==> src/hdl/fsc_pkg.sv <==
package fsc_pkg;

  // Bus and register map
  localparam int         FSC_AXI_AW    = 8;
  localparam logic [7:0] REG_CTRL      = 8'h00;
  localparam logic [7:0] REG_STATUS    = 8'h04;
  localparam logic [7:0] REG_LOG_OP    = 8'h08;
  localparam logic [7:0] REG_LOG_ADDR  = 8'h0c;
  localparam logic [7:0] REG_RST_CNT   = 8'h10;
  localparam logic [1:0] RESP_OKAY     = 2'h0;
  localparam logic [1:0] RESP_SLVERR   = 2'h2;
  localparam logic [1:0] CTRL_MODE_RST = 2'h0;

  // Status register bit positions
  localparam int ST_WEL_BIT  = 8;
  localparam int ST_VWE_BIT  = 9;
  localparam int ST_VACT_BIT = 10;
  localparam int ST_A4_BIT   = 11;
  localparam int ST_REN_BIT  = 12;

  // Bus width modes
  localparam logic [1:0] MODE_SINGLE = 2'h0;
  localparam logic [1:0] MODE_DUAL   = 2'h1;

  // Phase lengths in bits
  localparam logic [5:0] LEN_OP    = 6'h08;
  localparam logic [5:0] LEN_A3    = 6'h18;
  localparam logic [5:0] LEN_A4    = 6'h20;
  localparam logic [5:0] LEN_DUMMY = 6'h08;
  localparam logic [5:0] LEN_BYTE  = 6'h08;

  // Opcodes
  localparam logic [7:0] OP_WREN   = 8'h06;
  localparam logic [7:0] OP_VWE    = 8'h50;
  localparam logic [7:0] OP_WRSR   = 8'h01;
  localparam logic [7:0] OP_RDSR   = 8'h05;
  localparam logic [7:0] OP_RSTEN  = 8'h66;
  localparam logic [7:0] OP_RST    = 8'h99;
  localparam logic [7:0] OP_EN4    = 8'hb7;
  localparam logic [7:0] OP_EX4    = 8'he9;
  localparam logic [7:0] OP_RD4    = 8'h13;
  localparam logic [7:0] OP_FRD4   = 8'h0c;
  localparam logic [7:0] OP_DORD4  = 8'h3c;
  localparam logic [7:0] OP_DIORD4 = 8'hbc;
  localparam logic [7:0] OP_QORD4  = 8'h6c;
  localparam logic [7:0] OP_QIORD4 = 8'hec;
  localparam logic [7:0] OP_PP4    = 8'h12;
  localparam logic [7:0] OP_QPP4   = 8'h34;
  localparam logic [7:0] OP_ER1    = 8'h21;
  localparam logic [7:0] OP_ER2    = 8'h5c;
  localparam logic [7:0] OP_ER3    = 8'hdc;
  localparam logic [7:0] OP_SFDP   = 8'h5a;

  // Parameter table contents
  localparam logic [8:0] PT_A_6C = 9'h06c;
  localparam logic [8:0] PT_A_6D = 9'h06d;
  localparam logic [8:0] PT_A_6E = 9'h06e;
  localparam logic [8:0] PT_A_6F = 9'h06f;
  localparam logic [8:0] PT_A_C0 = 9'h0c0;
  localparam logic [8:0] PT_A_C1 = 9'h0c1;
  localparam logic [8:0] PT_A_C2 = 9'h0c2;
  localparam logic [8:0] PT_A_C4 = 9'h0c4;
  localparam logic [8:0] PT_A_C5 = 9'h0c5;
  localparam logic [8:0] PT_A_C6 = 9'h0c6;
  localparam logic [7:0] PT_D_6C = 8'he8;
  localparam logic [7:0] PT_D_6D = 8'h50;
  localparam logic [7:0] PT_D_6E = 8'hc1;
  localparam logic [7:0] PT_D_6F = 8'ha5;
  localparam logic [7:0] PT_D_C0 = 8'hff;
  localparam logic [7:0] PT_D_C1 = 8'h0e;
  localparam logic [7:0] PT_D_C2 = 8'hf0;
  localparam logic [7:0] PT_D_FILL = 8'hff;

  typedef enum logic [2:0] {
    FR_OPCODE, FR_ADDR, FR_DUMMY, FR_DIN, FR_DOUT, FR_IGNORE
  } fsc_frame_type;

  typedef enum logic [3:0] {
    CL_NONE, CL_WREN, CL_VWE, CL_WRSR, CL_RDSR, CL_RSTEN, CL_RST,
    CL_EN4, CL_EX4, CL_READ4, CL_PROG4, CL_ERASE4, CL_SFDP
  } fsc_cls_type;

  typedef struct packed {
    fsc_frame_type st;
    fsc_cls_type   cls;
    logic          sclk_p;
    logic [5:0]    cnt;
    logic [5:0]    len;
    logic [2:0]    lanes;
    logic [31:0]   sh;
    logic [7:0]    op;
    logic [7:0]    obyte;
    logic [2:0]    ocnt;
    logic [8:0]    oaddr;
    logic [7:0]    nv_sr;
    logic [7:0]    vol_sr;
    logic          vol_act;
    logic          wel;
    logic          vwe;
    logic          addr4;
    logic          rst_en;
    logic [1:0]    mode;
    logic [7:0]    log_op;
    logic [31:0]   log_addr;
    logic [15:0]   log_cnt;
    logic [15:0]   rst_cnt;
    logic          aw_got;
    logic          w_got;
    logic [7:0]    awaddr;
    logic [31:0]   wdata;
    logic [3:0]    wstrb;
    logic          awready;
    logic          wready;
    logic          bvalid;
    logic [1:0]    bresp;
    logic          arready;
    logic          rvalid;
    logic [31:0]   rdata;
    logic [1:0]    rresp;
    logic [3:0]    dq_o;
    logic [3:0]    dq_oe;
  } fsc_state_type;

endpackage : fsc_pkg

==> src/hdl/fsc_sync.sv <==
`timescale 1ns/1ps
module fsc_sync #(
  parameter int           W    = 1,
  parameter logic [W-1:0] INIT = '0
) (
  input  wire logic         aclk,
  input  wire logic         aresetn,
  input  wire logic [W-1:0] d,
  output logic      [W-1:0] q
);

  typedef struct packed {
    logic [W-1:0] s1;
    logic [W-1:0] s2;
    logic [W-1:0] s3;
    logic [W-1:0] f;
  } fsc_sync_st_type;

  fsc_sync_st_type s_q;
  fsc_sync_st_type s_d;

  always_comb begin
    s_d    = s_q;
    s_d.s1 = d;
    s_d.s2 = s_q.s1;
    s_d.s3 = s_q.s2;
    // Change is taken only where stages two and three agree
    for (int i = 0; i < W; i++) begin
      if (s_q.s2[i] == s_q.s3[i]) begin
        s_d.f[i] = s_q.s3[i];
      end
    end
  end

  always_ff @(posedge aclk) begin
    if (!aresetn) begin
      s_q <= {INIT, INIT, INIT, INIT};
    end else begin
      s_q <= s_d;
    end
  end

  assign q = s_q.f;

endmodule : fsc_sync

==> src/hdl/fsc_top.sv <==
// The AXI4-Lite interface to the registers and the register offsets were decided locally.
`timescale 1ns/1ps
// Overview of operation
// - Status loads stored copy; stored write needs 06h
// - 50h enables volatile status write, overriding copy
// - Soft reset only on 99h right after 66h
// - Reset pair accepted on current 1/2/4 lanes
// - B7h enters, E9h exits 4-byte mode, no 06h
// - Decode 13h and 0Ch with four-byte address
// - Decode dual reads 3Ch and BCh
// - Decode quad reads 6Ch and ECh
// - Accept 4-byte programs 12h and 34h
// - No support for 3Eh quad program
// - Erase types 1-3 supported, type 4 not
// - No support for DTR reads 0Eh, BEh, EEh
// - No sector lock commands E0h, E1h, others
// - Table bytes 6Ch..6Fh read E8,50,C1,A5
// - Table bytes C0h..C2h read FF,0E,F0
// - Erase opcodes 21h, 5Ch, DCh; none type 4
module fsc_top
  import fsc_pkg::*;
(
  input  wire logic                  aclk,
  input  wire logic                  aresetn,
  input  wire logic [FSC_AXI_AW-1:0] awaddr,
  input  wire logic                  awvalid,
  output logic                       awready,
  input  wire logic [31:0]           wdata,
  input  wire logic [3:0]            wstrb,
  input  wire logic                  wvalid,
  output logic                       wready,
  output logic [1:0]                 bresp,
  output logic                       bvalid,
  input  wire logic                  bready,
  input  wire logic [FSC_AXI_AW-1:0] araddr,
  input  wire logic                  arvalid,
  output logic                       arready,
  output logic [31:0]                rdata,
  output logic [1:0]                 rresp,
  output logic                       rvalid,
  input  wire logic                  rready,
  input  wire logic                  spi_sclk,
  input  wire logic                  spi_cs_n,
  input  wire logic [3:0]            spi_dq_i,
  output logic [3:0]                 spi_dq_o,
  output logic [3:0]                 spi_dq_oe
);

  fsc_state_type s_q;
  fsc_state_type s_d;
  logic [5:0]    pin_f;
  logic          rise;
  logic          fall;
  logic          cs_hi;
  logic [5:0]    ncnt;
  logic [31:0]   sh_n;
  logic          op_done;
  fsc_cls_type   cls_now;

  function automatic fsc_cls_type decode(input logic [7:0] op);
    case (op)
      OP_WREN:  decode = CL_WREN;
      OP_VWE:   decode = CL_VWE;
      OP_WRSR:  decode = CL_WRSR;
      OP_RDSR:  decode = CL_RDSR;
      OP_RSTEN: decode = CL_RSTEN;
      OP_RST:   decode = CL_RST;
      OP_EN4:   decode = CL_EN4;
      OP_EX4:   decode = CL_EX4;
      OP_RD4, OP_FRD4, OP_DORD4, OP_DIORD4,
      OP_QORD4, OP_QIORD4: decode = CL_READ4;
      OP_PP4, OP_QPP4:     decode = CL_PROG4;
      OP_ER1, OP_ER2, OP_ER3: decode = CL_ERASE4;
      OP_SFDP:  decode = CL_SFDP;
      default:  decode = CL_NONE;
    endcase
  endfunction : decode

  function automatic logic [2:0] lanes_of(input logic [1:0] mode);
    case (mode)
      MODE_SINGLE: lanes_of = 3'h1;
      MODE_DUAL:   lanes_of = 3'h2;
      default:     lanes_of = 3'h4;
    endcase
  endfunction : lanes_of

  function automatic logic [2:0] addr_lanes(input logic [7:0] op,
                                            input logic [1:0] mode);
    if (mode != MODE_SINGLE) begin
      addr_lanes = lanes_of(mode);
    end else if (op == OP_DIORD4) begin
      addr_lanes = 3'h2;
    end else if (op == OP_QIORD4) begin
      addr_lanes = 3'h4;
    end else begin
      addr_lanes = 3'h1;
    end
  endfunction : addr_lanes

  function automatic logic [31:0] shift_in(input logic [31:0] sh,
                                           input logic [3:0]  dq,
                                           input logic [2:0]  lanes);
    case (lanes)
      3'h1:    shift_in = {sh[30:0], dq[0]};
      3'h2:    shift_in = {sh[29:0], dq[1:0]};
      default: shift_in = {sh[27:0], dq};
    endcase
  endfunction : shift_in

  function automatic logic [7:0] table_byte(input logic [8:0] a);
    case (a)
      PT_A_6C: table_byte = PT_D_6C;
      PT_A_6D: table_byte = PT_D_6D;
      PT_A_6E: table_byte = PT_D_6E;
      PT_A_6F: table_byte = PT_D_6F;
      PT_A_C0: table_byte = PT_D_C0;
      PT_A_C1: table_byte = PT_D_C1;
      PT_A_C2: table_byte = PT_D_C2;
      PT_A_C4: table_byte = OP_ER1;
      PT_A_C5: table_byte = OP_ER2;
      PT_A_C6: table_byte = OP_ER3;
      default: table_byte = PT_D_FILL;
    endcase
  endfunction : table_byte

  fsc_sync #(
    .W    (6),
    .INIT (6'h10)
  ) fsc_sync_i (
    .aclk    (aclk),
    .aresetn (aresetn),
    .d       ({spi_sclk, spi_cs_n, spi_dq_i}),
    .q       (pin_f)
  );

  assign cs_hi   = pin_f[4];
  assign rise    = pin_f[5] && !s_q.sclk_p && !cs_hi;
  assign fall    = !pin_f[5] && s_q.sclk_p && !cs_hi;
  assign ncnt    = s_q.cnt + {3'h0, s_q.lanes};
  assign sh_n    = shift_in(s_q.sh, pin_f[3:0], s_q.lanes);
  assign op_done = rise && s_q.st == FR_OPCODE && ncnt == s_q.len;
  assign cls_now = decode(sh_n[7:0]);

  always_comb begin
    s_d = s_q;
    // Register bus, write side
    if (awvalid && s_q.awready) begin
      s_d.aw_got = 1'b1;
      s_d.awaddr = awaddr;
    end
    if (wvalid && s_q.wready) begin
      s_d.w_got = 1'b1;
      s_d.wdata = wdata;
      s_d.wstrb = wstrb;
    end
    if (s_q.bvalid && bready) begin
      s_d.bvalid = 1'b0;
    end
    if (s_q.aw_got && s_q.w_got && !s_q.bvalid) begin
      s_d.aw_got = 1'b0;
      s_d.w_got  = 1'b0;
      s_d.bvalid = 1'b1;
      s_d.bresp  = RESP_SLVERR;
      if (s_q.awaddr == REG_CTRL) begin
        s_d.bresp = RESP_OKAY;
        if (s_q.wstrb[0]) begin
          s_d.mode = s_q.wdata[1:0];
        end
      end
    end
    s_d.awready = !s_d.aw_got && !s_d.bvalid;
    s_d.wready  = !s_d.w_got && !s_d.bvalid;
    // Register bus, read side
    if (s_q.rvalid && rready) begin
      s_d.rvalid = 1'b0;
    end
    if (arvalid && s_q.arready) begin
      s_d.rvalid = 1'b1;
      s_d.rresp  = RESP_OKAY;
      s_d.rdata  = '0;
      case (araddr)
        REG_CTRL: s_d.rdata[1:0] = s_q.mode;
        REG_STATUS: begin
          s_d.rdata[7:0]         = s_q.vol_sr;
          s_d.rdata[ST_WEL_BIT]  = s_q.wel;
          s_d.rdata[ST_VWE_BIT]  = s_q.vwe;
          s_d.rdata[ST_VACT_BIT] = s_q.vol_act;
          s_d.rdata[ST_A4_BIT]   = s_q.addr4;
          s_d.rdata[ST_REN_BIT]  = s_q.rst_en;
        end
        REG_LOG_OP:   s_d.rdata = {s_q.log_cnt, 8'h00, s_q.log_op};
        REG_LOG_ADDR: s_d.rdata = s_q.log_addr;
        REG_RST_CNT:  s_d.rdata = {16'h0000, s_q.rst_cnt};
        default:      s_d.rresp = RESP_SLVERR;
      endcase
    end
    s_d.arready = !s_d.rvalid;
    // Serial side
    s_d.sclk_p = pin_f[5];
    if (cs_hi) begin
      s_d.st    = FR_OPCODE;
      s_d.cnt   = '0;
      s_d.len   = LEN_OP;
      s_d.lanes = lanes_of(s_q.mode);
      s_d.ocnt  = '0;
      s_d.dq_oe = '0;
    end else if (rise && s_q.st != FR_DOUT && s_q.st != FR_IGNORE) begin
      s_d.sh  = sh_n;
      s_d.cnt = ncnt;
      if (ncnt == s_q.len) begin
        s_d.cnt = '0;
        s_d.st  = FR_IGNORE;
        case (s_q.st)
          FR_OPCODE: begin
            s_d.op     = sh_n[7:0];
            s_d.cls    = cls_now;
            s_d.rst_en = 1'b0;
            case (cls_now)
              CL_WREN:  s_d.wel = 1'b1;
              CL_VWE:   s_d.vwe = 1'b1;
              CL_RSTEN: s_d.rst_en = 1'b1;
              CL_RST: begin
                if (s_q.rst_en) begin
                  s_d.vol_sr  = s_q.nv_sr;
                  s_d.vol_act = 1'b0;
                  s_d.wel     = 1'b0;
                  s_d.vwe     = 1'b0;
                  s_d.addr4   = 1'b0;
                  s_d.rst_cnt = s_q.rst_cnt + 16'h0001;
                end
              end
              CL_EN4:   s_d.addr4 = 1'b1;
              CL_EX4:   s_d.addr4 = 1'b0;
              CL_WRSR: begin
                if (s_q.wel || s_q.vwe) begin
                  s_d.st  = FR_DIN;
                  s_d.len = LEN_BYTE;
                end
              end
              CL_RDSR: begin
                s_d.st    = FR_DOUT;
                s_d.obyte = s_q.vol_sr;
              end
              CL_READ4, CL_PROG4, CL_ERASE4: begin
                if (cls_now == CL_READ4 || s_q.wel) begin
                  s_d.st    = FR_ADDR;
                  s_d.len   = LEN_A4;
                  s_d.lanes = addr_lanes(sh_n[7:0], s_q.mode);
                end
              end
              CL_SFDP: begin
                s_d.st  = FR_ADDR;
                s_d.len = LEN_A3;
              end
              default: s_d.st = FR_IGNORE;
            endcase
          end
          FR_ADDR: begin
            s_d.log_addr = sh_n;
            if (s_q.cls == CL_SFDP) begin
              s_d.oaddr = sh_n[8:0];
              s_d.st    = FR_DUMMY;
              s_d.len   = LEN_DUMMY;
              s_d.lanes = 3'h1;
            end else begin
              s_d.log_op  = s_q.op;
              s_d.log_cnt = s_q.log_cnt + 16'h0001;
              if (s_q.cls != CL_READ4) begin
                s_d.wel = 1'b0;
              end
            end
          end
          FR_DUMMY: begin
            s_d.st    = FR_DOUT;
            s_d.obyte = table_byte(s_q.oaddr);
            s_d.oaddr = s_q.oaddr + 9'h001;
          end
          FR_DIN: begin
            if (s_q.vwe) begin
              s_d.vol_sr  = sh_n[7:0];
              s_d.vol_act = 1'b1;
              s_d.vwe     = 1'b0;
            end else begin
              s_d.nv_sr  = sh_n[7:0];
              s_d.vol_sr = sh_n[7:0];
              s_d.wel    = 1'b0;
            end
          end
          default: s_d.st = FR_IGNORE;
        endcase
      end
    end else if (fall && s_q.st == FR_DOUT) begin
      s_d.dq_o[1]  = s_q.obyte[7];
      s_d.dq_oe[1] = 1'b1;
      s_d.obyte    = {s_q.obyte[6:0], 1'b0};
      s_d.ocnt     = s_q.ocnt + 3'h1;
      if (s_q.ocnt == 3'h7) begin
        if (s_q.cls == CL_SFDP) begin
          s_d.obyte = table_byte(s_q.oaddr);
          s_d.oaddr = s_q.oaddr + 9'h001;
        end else begin
          s_d.obyte = s_q.vol_sr;
        end
      end
    end
  end

  always_ff @(posedge aclk) begin
    if (!aresetn) begin
      s_q      <= '0;
      s_q.mode <= CTRL_MODE_RST;
    end else begin
      s_q <= s_d;
    end
  end

  assign awready   = s_q.awready;
  assign wready    = s_q.wready;
  assign bvalid    = s_q.bvalid;
  assign bresp     = s_q.bresp;
  assign arready   = s_q.arready;
  assign rvalid    = s_q.rvalid;
  assign rdata     = s_q.rdata;
  assign rresp     = s_q.rresp;
  assign spi_dq_o  = s_q.dq_o;
  assign spi_dq_oe = s_q.dq_oe;

  property p_nv_needs_wel;
    @(posedge aclk) disable iff (!aresetn)
    $changed(s_q.nv_sr) |-> $past(s_q.wel);
  endproperty
  a_nv_needs_wel: assert property (p_nv_needs_wel)
    else $error("stored status changed without write enable");

  property p_vol_act;
    @(posedge aclk) disable iff (!aresetn)
    $rose(s_q.vol_act) |-> $past(s_q.vwe) && !s_q.vwe;
  endproperty
  a_vol_act: assert property (p_vol_act)
    else $error("volatile status activated without 50h");

  property p_reset_pair;
    @(posedge aclk) disable iff (!aresetn)
    s_q.rst_cnt != $past(s_q.rst_cnt) |-> $past(s_q.rst_en)
      && !s_q.addr4 && !s_q.wel;
  endproperty
  a_reset_pair: assert property (p_reset_pair)
    else $error("soft reset without preceding 66h");

  property p_lanes_mode;
    @(posedge aclk) disable iff (!aresetn)
    cs_hi ##1 (cs_hi && $past(aresetn)) |->
      s_q.lanes == lanes_of($past(s_q.mode));
  endproperty
  a_lanes_mode: assert property (p_lanes_mode)
    else $error("opcode lanes do not follow mode");

  property p_enter4;
    @(posedge aclk) disable iff (!aresetn)
    op_done && cls_now == CL_EN4 |=> s_q.addr4 ##1 s_q.addr4 || cs_hi
      || $past(op_done);
  endproperty
  a_enter4: assert property (p_enter4)
    else $error("B7h did not set 4-byte mode");

  property p_read4_addr;
    @(posedge aclk) disable iff (!aresetn)
    op_done && cls_now == CL_READ4 |=> s_q.st == FR_ADDR
      && s_q.len == LEN_A4;
  endproperty
  a_read4_addr: assert property (p_read4_addr)
    else $error("4-byte read did not take 32 address bits");

  property p_prog_wel;
    @(posedge aclk) disable iff (!aresetn)
    op_done && cls_now == CL_PROG4 && !s_q.wel |=> s_q.st == FR_IGNORE;
  endproperty
  a_prog_wel: assert property (p_prog_wel)
    else $error("program accepted without write enable");

  property p_unsup;
    @(posedge aclk) disable iff (!aresetn)
    op_done && cls_now == CL_NONE |=> s_q.st == FR_IGNORE
      && $stable(s_q.nv_sr) && $stable(s_q.wel) && $stable(s_q.addr4);
  endproperty
  a_unsup: assert property (p_unsup)
    else $error("unsupported opcode changed state");

  property p_dout_bit;
    @(posedge aclk) disable iff (!aresetn)
    fall && s_q.st == FR_DOUT |=> s_q.dq_oe[1]
      && s_q.dq_o[1] == $past(s_q.obyte[7]);
  endproperty
  a_dout_bit: assert property (p_dout_bit)
    else $error("output bit not driven from shift byte");

  c_soft_reset: cover property (@(posedge aclk) disable iff (!aresetn)
    s_q.rst_cnt != $past(s_q.rst_cnt));
  c_table_read: cover property (@(posedge aclk) disable iff (!aresetn)
    s_q.st == FR_DOUT && s_q.cls == CL_SFDP && s_q.ocnt == 3'h7);
  c_enter4: cover property (@(posedge aclk) disable iff (!aresetn)
    $rose(s_q.addr4));
  c_vol_write: cover property (@(posedge aclk) disable iff (!aresetn)
    $rose(s_q.vol_act));

endmodule : fsc_top

==> config.mk <==
export PLATFORM = sky130hd
export DESIGN_NAME = fsc_top
export DESIGN_NICKNAME = d
export VERILOG_FILES = /design/src/hdl/fsc_pkg.sv /design/src/hdl/fsc_sync.sv /design/src/hdl/fsc_top.sv
export SDC_FILE = /design/constraint.sdc
export NUM_CORES = 1
export LEC_CHECK = 0
export BUFFER_PORTS_ARGS = -buffer_cell sky130_fd_sc_hd__buf_2
export CORE_UTILIZATION = 60
export CTS_BUF_LIST = sky130_fd_sc_hd__clkbuf_8
export DETAILED_ROUTE_END_ITERATION = 6
export HOLD_SLACK_MARGIN = 0.02
export PLACE_DENSITY = 0.8
export SYNTH_ARGS = -nofsm -noshare
export SYNTH_HDL_FRONTEND = slang
export SYNTH_SLANG_ARGS = --single-unit
==> constraint.sdc <==
create_clock -name aclk -period 4.2 [get_ports aclk]
set_input_delay 0.84 -clock aclk [delete_from_list [all_inputs] [get_ports aclk]]
set_output_delay 0.84 -clock aclk [all_outputs]
set_load 0.02 [all_outputs]
# Yosys cells after proc, flatten, opt, wreduce, memory -nomap -nowiden
# Cells that the tools add are included.
[classes] bitwise_logic=5 muxes=63 add_sub_neg=5 n_eq_ne=88 reduce_logical=67
[op_table] op="8-bit one-hot mux with 9 select lines" n=1
[op_table] op="32-bit one-hot mux with 2 select lines" n=1
[op_table] op="9-bit 2-to-1 mux" n=7
[op_table] op="19-bit one-hot mux with 3 select lines" n=1
[op_table] op="8-bit 2-to-1 mux" n=7
[op_table] op="9-bit one-hot mux with 2 select lines" n=3
[op_table] op="8-bit equality test (second input constant)" n=6
[op_table] op="4-bit one-hot mux with 12 select lines" n=1
[op_table] op="47-bit 2-to-1 mux" n=1
[op_table] op="9-bit by 8-bit equality test with 1-bit output (second input constant)" n=5
[op_table] op="11-bit one-hot mux with 4 select lines" n=1
[op_table] op="8-bit by 7-bit equality test with 1-bit output (second input constant)" n=5
[op_table] op="9-bit by 7-bit equality test with 1-bit output (second input constant)" n=4
[op_table] op="35-bit 2-to-1 mux" n=1
[op_table] op="16-bit by 1-bit adder with 16-bit output (second input constant)" n=2
[op_table] op="30-bit 2-to-1 mux" n=1
[op_table] op="6-bit AND reduction" n=5
[op_table] op="7-bit AND reduction" n=4
[op_table] op="4-bit equality test (second input constant)" n=6
[op_table] op="8-bit by 3-bit equality test with 1-bit output (second input constant)" n=3
[op_table] op="8-bit by 4-bit equality test with 1-bit output (second input constant)" n=3
[op_table] op="8-bit by 5-bit equality test with 1-bit output (second input constant)" n=3
[op_table] op="8-bit by 6-bit equality test with 1-bit output (second input constant)" n=3
[op_table] op="3-bit 2-to-1 mux" n=8
[op_table] op="56 further kinds" n=146
[word_totals] ff_bits=258 in_bits=65

# Depth between registers and ports, before layout
# Gate-level depths: netlist (run 1).
[logic_depth] ltp_word=13 ltp_mapped=15

# Hierarchy
# Synthesis (run 1) repeated with hierarchy kept, for this count alone.
[unflattened] cells_unflattened=1631 hier_area_um2=12564.6
[modules_own_cells] module="fsc_top" instances=1 area_per_inst_um2=11796.3 cells_per_inst=1563
[modules_own_cells] module="fsc_sync" instances=1 area_per_inst_um2=768.2 cells_per_inst=68

# Worst setup path before layout (run 1)
# OpenSTA, ideal clock, no wires.
[synth_path] kind="register to register" from="reg s_q[250] in the netlist's numbering" to="reg s_q[108] in the netlist's numbering" setup_ns=0.070 path_buffers=1 t_required_ns=4.130 path_stages_with_launch=10 period_less_slack_ns=3.036 setup_slack_ns=1.164 t_arrival_ns=2.965 cell_sequence="dfxtp_1 > clkbuf_2 > nor3b_4 > mux2i_1 > nand4_4 > or4_4 > nor4_4 > nand3_2 > or3_1 > a21oi_1"
[synth_via] elab_chain_len=7
[synth_rtl] element="start: declaration" line_no="fsc_top.sv:49" text="fsc_state_type s_q;"
[synth_rtl] element="3-bit by 2-bit equality test with 1-bit output / 3-bit by 1-bit equality test with 1-bit output (equally long branches)" line_no="fsc_top.sv:103" text="case (lanes)"
[synth_rtl] element="32-bit one-hot mux with 2 select lines" line_no="fsc_top.sv:103"
[synth_rtl] element="8-bit equality test (tied with other cells)" line_no="fsc_top.sv:61" text="case (op)"
[synth_rtl] element="6-bit OR reduction (tied with other cells)" line_no="fsc_top.sv:61"
[synth_rtl] element="4-bit one-hot mux with 12 select lines" line_no="fsc_top.sv:61"
[synth_rtl] element="4-bit by 3-bit equality test with 1-bit output" line_no="fsc_top.sv:218" text="case (cls_now)"
[synth_rtl] element="6-bit AND reduction (no line) (*)"
# Every way passes the cells marked *; elsewhere a longest branch is shown, timed or not.
# A chain may end at the register's enable or synchronous reset.

# Final worst setup path (run 1)
[layout_path] from="reg s_q[251] in the netlist's numbering" to="reg s_q[272] in the netlist's numbering"
[layout_via] elab_chain_len=10
[layout_rtl] element="3-bit by 2-bit equality test with 1-bit output / 3-bit by 1-bit equality test with 1-bit output (equally long branches)" line_no="fsc_top.sv:103"
[layout_rtl] element="32-bit one-hot mux with 2 select lines" line_no="fsc_top.sv:103"
[layout_rtl] element="8-bit equality test (tied with other cells)" line_no="fsc_top.sv:61"
[layout_rtl] element="6-bit OR reduction (tied with other cells)" line_no="fsc_top.sv:61"
[layout_rtl] element="4-bit one-hot mux with 12 select lines" line_no="fsc_top.sv:61"
[layout_rtl] element="4-bit equality test" line_no="fsc_top.sv:218, fsc_top.sv:245"
[layout_rtl] element="1-bit logical OR" line_no="fsc_top.sv:245" text="if (cls_now == CL_READ4 || s_q.wel) begin"
[layout_rtl] element="3-bit 2-to-1 mux" line_no="fsc_top.sv:245"
[layout_rtl] element="3-bit one-hot mux with 4 select lines" line_no="fsc_top.sv:218"
[layout_rtl] element="3-bit one-hot mux with 3 select lines" line_no="fsc_top.sv:213" text="case (s_q.st)"
# Parallel ways exist; a longest one is shown, timed or not.

==> metrics list, run 1 <==
- DR vias: 10.72k
- Setup violations remaining at the end of the flow were counted as 0.
- Area of the mapped netlist: 12170 µm²
- The floorplan step set the die width to 144.4 µm.
- Count of flip-flops with a built-in enable after synthesis: 0
- The total area inside the core boundary comes to 19650 µm².
* Max Clk Rate: 262.0 MHz
- Area growth syn-to-layout: 8.864%
- Total power after layout: 4717 µW
- Share of synthesized area occupied by flip-flops and latches: 41.46%
- For this run, the slowest stage of the critical path takes 0.69 ns.
* Classification of the worst-slack hold path: flip-flop to flip-flop
- The initial utilization of the core area, before any placement, comes to 61.91%.
* Crit-path max FO: 17
- Entering global routing, the biggest net connects 122 pins.
- Count of different cell masters after synthesis: 81
- Fraction of registers with async set/reset: 0%
* Power Density: 356.1 nW/µm²
- Most frequent cell on the critical path: sky130_fd_sc_hd__nor4_1
- Main synth FF type: sky130_fd_sc_hd__dfxtp_1
- Across the run, the number of max-cap violations was 0.
* Sort of element at the end of the critical path: flip-flop
- Pin placement for this block handled 114 I/O pins.
* Dpl hpwl: 19560 µm
- Per-cell routed wire length: 16.05 µm
- Minimum clock period after layout: 3.817 ns
- For the worst setup path, the data arrival time is 4.25 ns.
- Counting every instance in the synthesized netlist gives 1493.
- Final count of hold timing violations: 0
* Share of post-route cells with drive strength above 1: 13.70%
- P_leak: 0.004745 µW
- Once the clock tree was built, the resizer swapped 0 gates to a different size.
* Ant diodes: 0
* Top-area cell type share of the netlist area: 41.46%
* Total overflow reported by the global router: 0
* Library cell used as clock root buffer: sky130_fd_sc_hd__clkbuf_8
* Cell accounting for the most synthesized area: sky130_fd_sc_hd__dfxtp_1
- Cells along the critical path: inv_2 -> or3_4 -> o221a_2 -> nor4_1 -> o21a_1 -> a311o_1 -> nor3_1 -> o31ai_2 -> nor2_1 -> nor4_1
- In this run the vertical extent of the chip is 144.4 µm.
- Wires add up to 28860 µm.
- Status: finished, final reports clean
- Headroom to the max-slew limit came out at 35.25%.
- Across the routed clock network, the largest skew measured is 0.02145 ns.
- Kind of start point of the critical path: flip-flop
* CTS tree: built
* Via density per instance: 5.963
* Remaining antenna violation count after routing: 0
* Starting DRC count in detailed routing: 1003
* Yosys warns: 0
- Number of global-route vias before repair: 9291
- STA puts the critical path data required time at 4.64 ns.
- Part of the cycle the worst path needs: 90.88%
- Combined buffer and inverter count along the critical path: 1
- At the later pin of the worst-skew pair, clock insertion delay measures 0.55 ns.
- After clock tree synthesis, the clock-pin slew on the worst setup and hold paths is 0.07 ns.
- The synthesized design contains 252 register bits.
* Clk sink count: 252
* Number of antenna violations at the first check in global routing: 0
- Ranked by total cell area, the synthesized netlist is headed by sky130_fd_sc_hd__dfxtp_1, sky130_fd_sc_hd__nor2_1, sky130_fd_sc_hd__a21oi_1.
- CTS hold repair buffers: 0
- Count of TritonRoute iterations in the first routing pass: 5
- For this run, the post-layout net count is 1579.
- Summed negative setup slack over all endpoints: 0 ns
- For this run, design rule violations remaining after detail routing come to 0.
* Port buffer count: 72
- Buffers added to address setup during post-CTS repair amount to 0.
- Final Max Slew Viols: 0
* Category of the most critical setup path: flip-flop to flip-flop
- Clock tree synthesis inserted a total of 42 buffers.
* Peak supply drop: 0.3334 mV
- Number of cell rows: 51
- A synthesized cell averages 8.150 µm².
- The first global-routing pass estimated 46420 µm of wire.
* Final weighted congestion in routability-driven placement: 0.9113
* CP delay by family, top: simple AND/OR/NAND/NOR gates
- Buffer levels on the longest clock path: 3
- Setup repair after global routing missed its margin: no
* Full die area: 20850 µm²
- For this design, the slowest cell found on the critical path is sky130_fd_sc_hd__dfxtp_1.
- CTS built an H-tree with a depth of 2.
- Measured slew at the worst slew-check pin: 0.9713 ns
- In the global route stage, overall resource usage came out at 27.91%.
power breakdown:
part           switching [µW]  internal, µW  total [µW]
clock                     966          1120        2080
combinational             143          65.6         209
sequential               13.2          2410        2430
total                    1120          3590        4720
placed cells by master, fill, tap and decap left out, drive strengths merged, types with 3 or more instances in the layout:
master / instances
clkinv: 7
o32ai: 3
xnor2: 16
a211oi: 64
a221oi: 3
o211ai: 4
nand2b: 9
or3: 19
o221ai: 15
dfxtp: 252
a222oi: 13
and2: 21
a21oi: 165
or4: 5
ha: 11
nor2b: 15
nor2: 235
mux2i: 43
mux2: 8
inv: 34
a22oi: 7
o41ai: 3
a22o: 23
nor4: 12
conb: 8
buf: 108
o221a: 6
nand2: 125
nand3: 40
o21ai: 64
and3: 12
clkbuf: 52
nor3b: 4
nand4: 15
xor2: 17
nand3b: 4
or2: 3
a31oi: 6
nor3: 51
logic make-up after synthesis:
| kind of cell | after synthesis | synth area share, % |
|---|---|---|
| mux | 51 | 4.278 |
| buf+inv | 168 | 6.807 |
| simple gates | 579 | 22.35 |
| fa+ha+maj | 12 | 1.296 |
| xor+xnor | 34 | 2.560 |
| flops | 252 | 41.46 |
| other cells | 1 | 0.03082 |
| compound gates | 396 | 21.21 |
registers in the layout (all words and copies together) (netlist names):
name	cells
rvalid	1
arready	1
awready	1
fsc_sync_i.s_d	12
fsc_sync_i.q	6
bresp	1
wready	1
s_q	187
bvalid	1
rdata	32
spi_dq_o	1
spi_dq_oe	1
fsc_sync_i.s_q	6
rresp	1
through the flow:
| stage | cell area [µm²] | hold slack, ns | util, % | setup WS [ns] | std cells |
|---|---|---|---|---|---|
| after CTS | 13250 | 0.4094 | 67.40 | 0.4559 | 1798 |
| after global routing | 13250 | 0.4406 | 67.40 | 0.1738 | 1798 |
| after detailed placement | 12430 | 0.3961 | 63.25 | 0.5069 | 1723 |
| after global placement | 12430 | 0.3939 | 63.25 | 0.5303 | 1723 |
| after floorplan | 12190 | 0.3863 | - | 1.164 | 1500 |
| final | 13250 | 0.4036 | 67.40 | 0.3829 | 1798 |
synth_stat cells, types with 17 or more instances:
cell and number:
sky130_fd_sc_hd__nand2_1 125, sky130_fd_sc_hd__nor3_1 49, sky130_fd_sc_hd__a22o_1 23, sky130_fd_sc_hd__dfxtp_1 252, sky130_fd_sc_hd__mux2i_1 43, sky130_fd_sc_hd__buf_4 46, sky130_fd_sc_hd__and2_1 21, sky130_fd_sc_hd__a21oi_1 164
sky130_fd_sc_hd__nand3_1 39, sky130_fd_sc_hd__clkbuf_1 88, sky130_fd_sc_hd__nor2_1 235, sky130_fd_sc_hd__or3_1 18, sky130_fd_sc_hd__a211oi_1 64, sky130_fd_sc_hd__xor2_1 17, sky130_fd_sc_hd__o21ai_0 62
worst paths after layout:
path	end	slack, ns	cells past startpoint	start
min	fsc_sync_i.s_d[10]	0.40	1	fsc_sync_i.s_d[16]
min reg2reg	fsc_sync_i.s_d[10]	0.40	1	fsc_sync_i.s_d[16]
max	s_q[272]	0.38	10	s_q[251]
max reg2reg	s_q[272]	0.38	10	s_q[251]
layout make-up:
class / instances / area, µm²
flip-flops and latches: 252 / 5045
fillers: 1649 / 6407
well taps: 265 / 331.6
inverters: 18 / 72.57
clock buffers: 52 / 715.7
repair buffers: 108 / 630.6
multi-input cells: 1080 / 6352
clock inverters: 23 / 98.84
layer usage:
metal	share of wire, %	track usage [%]	wire, µm
met5	0	0	0
met1	47	40.12	13440
met2	44	41.85	12660
met3	7.0	4.238	2016
met4	2.6	10.69	747
No activity file was read; power rests on OpenSTA's default activity.
==> inputs of run 2 (changes only) <==
==> constraint.sdc (replaced) <==
create_clock -name aclk -period 4.6 [get_ports aclk]
set_input_delay 0.92 -clock aclk [delete_from_list [all_inputs] [get_ports aclk]]
set_output_delay 0.92 -clock aclk [all_outputs]
set_load 0.02 [all_outputs]
==> metrics list, run 2 (synthesis gave the netlist of run 1 again) <==
* Status: finished, final reports clean
- After detailed routing, no signal wire sits above met4.
* Register with the most flip-flops: s_q
- Post-Place Cell Area: 12340 µm² (-0.74%)
- The area growth from synthesis to layout is 8.370%.
- The sum of net half-perimeters after detailed placement came to 19430 µm (-0.65%).
* Total power after layout: 4413 µW (-6.5%)
* Library cell used as clock root buffer: sky130_fd_sc_hd__clkbuf_8
* Depth of the most critical reg-to-reg path: 11 (+1)
- Worst reg-to-reg setup slack: 0.64 ns (+0.26 ns)
* Starting DRC count in detailed routing: 1021 (+1.8%)
- Worst Path Arrival: 4.35 ns (+0.10 ns)
* Via density per instance: 6.022 (+0.99%)
- The post-route clock skew is 0.02413 ns (+0.002680 ns).
- Starting Density: 61.91% (unchanged)
- CTS tree: built
- Count of TritonRoute iterations in the first routing pass: 5 (unchanged)
- The worst register-to-register path begins at s_q[251].
- Minimum clock period after layout: 3.959 ns (+0.1421 ns)
* Final Max Slew Viols: 0 (unchanged)
* Setup-failing EPs final: 0 (unchanged)
- Core region area: 19650 µm² (unchanged)
- Total of cells resized after clock tree synthesis: 0 (unchanged)
- CTS hold repair buffers: 0 (unchanged)
- Worst hold stages: 1 (unchanged)
- Measured slew at the worst slew-check pin: 1.089 ns (+0.1174 ns)
* Per-cell routed wire length: 16.45 µm (+2.5%)
* Post-CTS setup buffer count: 0 (unchanged)
- The fraction of final layout cells sized beyond drive strength 1 is 12.99% (-0.71 points).
* Combined buffer and inverter count along the critical path: 2 (+1)
* Number of top-level pins: 114 (unchanged)
- Sort of element at the end of the critical path: flip-flop
* Max reg flops: 187 (unchanged)
- The deepest clock path buffer count is 3 (unchanged).
* Residual DRC: 0 (unchanged)
- Kind of start point of the critical path: flip-flop
- The worst hold path begins at fsc_sync_i.s_d[16].
- Setup repair after global routing left no endpoint under its margin.
- Clock buffers created by TritonCTS: 42 (unchanged)
- Final-stage net count: 1565 (-0.89%)
- The total of buffers placed on input and output ports was 72 (unchanged).
* Commonest non-fill, non-tap cell in the layout: sky130_fd_sc_hd__dfxtp_1
- Clk sink count: 252 (unchanged)
- CP delay by family, top: compound AO/OA/AOI/OAI gates
* Finished layout cell area: 13190 µm² (-0.45%)
- The max-capacitance violation count was 0 (unchanged).
- The number of global-route vias before repair is 9506 (+2.3%).
- Category of the most critical setup path: flip-flop to flip-flop
- The endpoint identified for the worst register-to-register timing path is s_q[197].
- Final count of hold timing violations: 0 (unchanged)
* Critical Path Max Stage Delay: 0.86 ns (+0.17 ns)
- The overall die area came to 20850 µm² (unchanged).
- The number of H-tree levels was 2 (unchanged).
- P_leak: 0.004687 µW (-1.2%)
* Most frequent cell on the critical path: sky130_fd_sc_hd__o21ai_0
- Final weighted congestion in routability-driven placement: 0.9096 (-0.19%)
* Met2 wirelength from detailed routing: 13020 µm (+2.9%)
- Max Clk Rate: 252.6 MHz (-3.6%)
- Filler Cells Inserted: 1670 (+1.3%)
- All-layer global routing usage: 28.14% (+0.24 points)
- Core Util, Final: 67.09% (-0.31 points)
- The vertical extent of the die came to 144.4 µm (unchanged).
* Endpoint of the worst hold path: fsc_sync_i.s_d[10]
- Data required time of the worst path: 4.99 ns (+0.35 ns)
* Classification of the worst-slack hold path: flip-flop to flip-flop
* Commonest non-fill, non-tap cells in the layout: sky130_fd_sc_hd__dfxtp_1, sky130_fd_sc_hd__nor2_1, sky130_fd_sc_hd__a21oi_1
- Clock insertion delay at the later pin of the skew report: 0.56 ns (about the same)
* Wire length on met1: 13650 µm (+1.6%)
- The maximum VDD drop is 0.2600 mV (-22%).
- Met3 WL: 1962 µm (-2.7%)
- The overall overflow remaining after global route came to 0 (unchanged).
- The clock slew at the register clock pins of the worst setup and hold paths is 0.05 ns (-0.02 ns).
- Remaining antenna violation count after routing: 0 (unchanged)
- The die width is 144.4 µm (unchanged).
- Ant diodes: 0 (unchanged)
- Number of antenna violations at the first check in global routing: 0 (unchanged)
- Part of the cycle the worst path needs: 86.07% (-4.8 points)
- Total length of routed wires: 29310 µm (+1.6%)
- Walking the worst path, the cells encountered are inv_2 -> fa_1 -> nor2b_1 -> o21ai_0 -> xnor2_1 -> nand4_1 -> buf_4 -> o21ai_1 -> o221ai_1 -> o21ai_0 -> nor2_1.
- Hold slack final: 0.4051 ns (+0.001492 ns)
- The tightest slew margin relative to the limit is 26.93% (-8.3 points).
- Summed negative setup slack over all endpoints: 0 ns (unchanged)
- Number of cell rows: 51 (unchanged)
* Maximum number of pins on one net before global-route repair: 110 (-9.8%)
- The routed via count came to 10.73k (+0.093%).
- Global-route wire length before repair: 47010 µm (+1.3%)
- The areal power density over the cells is 334.6 nW/µm² (-6.0%).
- Crit-path max FO: 18 (+1)
* Critical-path cell with the highest stage delay: sky130_fd_sc_hd__o21ai_1
[run 2: how the worst max path moves through the flow]
stage | slack (ns) | from | to | depth (start not counted)
after floorplan | 1.56 | s_q[250] | s_q[108] | 9
after global routing | 0.17 | s_q[251] | s_q[195] | 11
after detailed placement | 0.71 | s_q[251] | s_q[197] | 11
after global placement | 0.81 | s_q[251] | s_q[198] | 11
final | 0.64 | s_q[251] | s_q[197] | 11
after CTS | 0.70 | s_q[250] | s_q[197] | 12
[run 2: metrics by stage]
stage	cells	setup WS (ns)
3_5_place_dp	1709	0.7089
5_1_grt	1782	0.1660
6_report	1782	0.6409
3_3_place_gp	1709	0.8129
2_1_floorplan	1500	1.564
4_1_cts	1782	0.7024
[run 2: worst register-to-register path, cell delays in order, from the launching register on]
cell	delay, ns
sky130_fd_sc_hd__dfxtp_1	0.68
sky130_fd_sc_hd__inv_2	0.13
sky130_fd_sc_hd__fa_1	0.47
sky130_fd_sc_hd__nor2b_1	0.12
sky130_fd_sc_hd__o21ai_0	0.16
sky130_fd_sc_hd__xnor2_1	0.24
sky130_fd_sc_hd__nand4_1	0.34
sky130_fd_sc_hd__buf_4	0.32
sky130_fd_sc_hd__o21ai_1	0.86
sky130_fd_sc_hd__o221ai_1	0.29
sky130_fd_sc_hd__o21ai_0	0.15
sky130_fd_sc_hd__nor2_1	0.06
[run 2: power breakdown]
group	internal [µW]	total [µW]	switching, µW
Combinational	56.2	186	130
Clock	1100	2010	907
Sequential	2200	2220	13.1
[run 2: per-layer routing]
metal	vias to the layer above	global-route usage (%)
met3	62	4.735
met2	389	42.97
met1	4997	39.65
met4	0	10.47
li1	5283	-
met5	-	0
[run 2: final cells by class]
class | instances | area (µm²) | share of cell area [%]
sequential | 252 | 5045 | 38.26
timing repair buffer | 94 | 538.0 | 4.080
clock buffer | 50 | 688.2 | 5.219
inverter | 18 | 72.57 | 0.5503
tap | 265 | 331.6 | 2.514
clock inverter | 23 | 158.9 | 1.205
multi-input combinational | 1080 | 6352 | 48.17
==> inputs of run 3 (changes only) <==
--- a/config.mk
+++ b/config.mk
@@ -5,7 +5,7 @@
 export SDC_FILE = /design/constraint.sdc
 export NUM_CORES = 1
 export LEC_CHECK = 0
-export BUFFER_PORTS_ARGS = -buffer_cell sky130_fd_sc_hd__buf_2
+export BUFFER_PORTS_ARGS = -buffer_cell sky130_fd_sc_hd__clkbuf_2
 export CORE_UTILIZATION = 60
 export CTS_BUF_LIST = sky130_fd_sc_hd__clkbuf_8
 export DETAILED_ROUTE_END_ITERATION = 6
==> metrics list, run 3 (synthesis gave the netlist of run 1 again) <==
- The flow ran to the end, and the final reports show no timing, DRC or antenna violations.
* Clock insertion delay at the later pin of the skew report: 0.55 ns (about the same)
- Worst Setup EP: s_q[175]
* H-tree depth: 2 (unchanged)
* Data required time of the worst path: 5.01 ns (+0.02 ns)
- P_leak: 0.004645 µW (-0.88%)
* Final weighted congestion in routability-driven placement: 0.9552 (+5.0%)
- The count of unresolved DRC violations after routing is 0 (unchanged).
- The total of buffers placed on input and output ports was 72 (unchanged).
- Full die area: 20850 µm² (unchanged)
- The signal arrival time at the worst endpoint was 4.23 ns (-0.12 ns).
- The final-report max-slew violation count was 0 (unchanged).
* Kind of start point of the critical path: flip-flop
* Worst reg-to-reg setup slack: 0.78 ns (+0.14 ns)
* Per-cell routed wire length: 16.18 µm (-1.6%)
* Worst-path clk slew: 0.06 ns (about the same)
- The highest clock rate is 261.8 MHz (+3.7%).
- Setup-failing EPs final: 0 (unchanged)
- The initial antenna violation count was 0 (unchanged).
- Share of post-route cells with drive strength above 1: 12.52% (-0.46 points)
- Setup repair after global routing left no endpoint under its margin.
- The routed wire length came to 28830 µm (-1.6%).
- The number of nets at the end of the flow was 1562 (-0.19%).
- Ant diodes: 0 (unchanged)
- The all-layer global routing usage was 28.02% (-0.12 points).
- The maximum VDD drop came to 0.2192 mV (-16%).
- The core utilization of the finished layout was 66.79% (-0.30 points).
* Final count of hold timing violations: 0 (unchanged)
- Power Density: 326.7 nW/µm² (-2.4%)
- The top-level port count is 114 (unchanged).
* Clock buffers created by TritonCTS: 42 (unchanged)
* Endpoint of the most critical register-to-register path: s_q[175]
* Chip Height: 144.4 µm (unchanged)
* Starting Density: 61.91% (unchanged)
* Hold slack final: 0.4166 ns (+0.01151 ns)
- The routed via count was 10.76k (+0.25%).
- The sum of net half-perimeters after detailed placement was 19030 µm (-2.1%).
* Largest clock skew in the final design: 0.01876 ns (-0.005365 ns)
- The number of flip-flops under the largest register name was 187 (unchanged).
- The core box area came to 19650 µm² (unchanged).
* Reg-to-reg startpoint: s_q[251]
* Final instance count without filler cells: 1782 (unchanged)
* Maximum number of pins on one net before global-route repair: 121 (+10%)
- The area growth from synthesis to layout is 7.887%.
- Commonest non-fill, non-tap cells in the layout: sky130_fd_sc_hd__dfxtp_1, sky130_fd_sc_hd__nor2_1, sky130_fd_sc_hd__a21oi_1
- Summed negative setup slack over all endpoints: 0 ns (unchanged)
- Number of cell rows: 51 (unchanged)
- The mean number of vias per cell was 6.037 (+0.25%).
* Minimum clock period after layout: 3.820 ns (-0.1395 ns)
- CTS hold repair buffers: 0 (unchanged)
* Global-route wire length before repair: 47100 µm (+0.19%)
- Starting DRC count in detailed routing: 1188 (+16%)
- Category of the most critical setup path: flip-flop to flip-flop
- Sort of element at the end of the critical path: flip-flop
* Part of the cycle the worst path needs: 83.03% (-3.0 points)
* X dimension of the die: 144.4 µm (unchanged)
- The number of global-route vias before repair is 9420 (-0.90%).
- Register with the most flip-flops: s_q
- The number of cell instances on the worst register-to-register path is 10 (-1).
* Buffer levels on the longest clock path: 3 (unchanged)
- The tightest min-delay check is of the flip-flop to flip-flop type.
- The total placed cells including tap cells is 1706 (-0.18%).
- The number of gates resized after cts is 0 (unchanged).
- Remaining antenna violation count after routing: 0 (unchanged)
- Launching instance or port of the critical path: s_q[251]
- Clk sink count: 252 (unchanged)
- The overall overflow remaining after global route came to 0 (unchanged).
- Measured slew at the worst slew-check pin: 1.097 ns (+0.008066 ns)
* Commonest non-fill, non-tap cell in the layout: sky130_fd_sc_hd__dfxtp_1
* Post-CTS setup buffer count: 0 (unchanged)
- Count of TritonRoute iterations in the first routing pass: 6 (+1)
- Crit-path max FO: 17 (-1)
* CTS tree: built
- Library cell used as clock root buffer: sky130_fd_sc_hd__clkbuf_8
* Worst slew margin relative to its limit: 26.39% (-0.54 points)
* # Max-Cap Violations: 0 (unchanged)
[run 3: cell count changes in the layout (fill, tap and decap cells not counted)]
cell	delta
sky130_fd_sc_hd__buf_2	-72
sky130_fd_sc_hd__bufinv_16	-2
sky130_fd_sc_hd__clkbuf_8	+1
sky130_fd_sc_hd__clkbuf_2	+72
sky130_fd_sc_hd__buf_4	-3
sky130_fd_sc_hd__clkinv_2	-3
sky130_fd_sc_hd__clkinvlp_4	+1
sky130_fd_sc_hd__inv_1	+7
sky130_fd_sc_hd__inv_6	-1
[run 3: area by class of cell]
class	instances	area (µm²)
multi-input cells	1080	6352
repair buffers	91	515.5
well taps	265	331.6
clock inverters	25	108.9
fillers	1679	6526
inverters	18	72.57
clock buffers	51	701.9
flip-flops and latches	252	5045
[run 3: critical path: stages, from the launching register on]
cell	delay, ns
sky130_fd_sc_hd__dfxtp_1	0.68
sky130_fd_sc_hd__inv_2	0.13
sky130_fd_sc_hd__or3_4	0.44
sky130_fd_sc_hd__o221ai_4	0.44
sky130_fd_sc_hd__nand4_4	0.17
sky130_fd_sc_hd__nor4_1	0.56
sky130_fd_sc_hd__and3_1	0.31
sky130_fd_sc_hd__inv_1	0.07
sky130_fd_sc_hd__a21oi_2	0.57
sky130_fd_sc_hd__mux2i_1	0.26
sky130_fd_sc_hd__nor2_1	0.05
[run 3: how the worst min path moves through the flow]
| stage | cells past startpoint | start | endpoint |
|---|---|---|---|
| final | 1 | fsc_sync_i.s_d[16] | fsc_sync_i.s_d[10] |
| after global routing | 1 | fsc_sync_i.s_d[17] | fsc_sync_i.s_d[11] |
| after CTS | 1 | fsc_sync_i.s_d[16] | fsc_sync_i.s_d[10] |
| after detailed placement | 1 | fsc_sync_i.s_d[16] | fsc_sync_i.s_d[10] |
| after global placement | 1 | fsc_sync_i.s_d[16] | fsc_sync_i.s_d[10] |
| after floorplan | 1 | fsc_sync_i.s_d[16] | fsc_sync_i.s_d[10] |
[run 3: power by group]
part	total, µW	switching, µW	internal (µW)	leakage, µW
Combinational	186	130	56.3	0.00212
Sequential	2220	13.6	2200	0.00204
Clock	1890	881	1000	0.000491
Total	4290	1020	3260	0.00465
[run 3: metal layers]
metal  track usage, %  up-vias  share of wire [%]
met5                0        -                  0
met4            8.864        0                2.2
met3            5.331       60                7.7
met2            41.65      396                 44
met1            40.64     5032                 46
li1                 -     5270                  -
[run 3: per-stage QoR]
step                setup slack [ns]  instance area [µm²]  power, µW
global placement              0.9137                12320       2445
finish                        0.7804                13130       4289
CTS                           0.8622                13130       4313
floorplan                      1.564                12190       2405
detailed placement            0.8642                12320       2448
global route                  0.4716                13130       4439
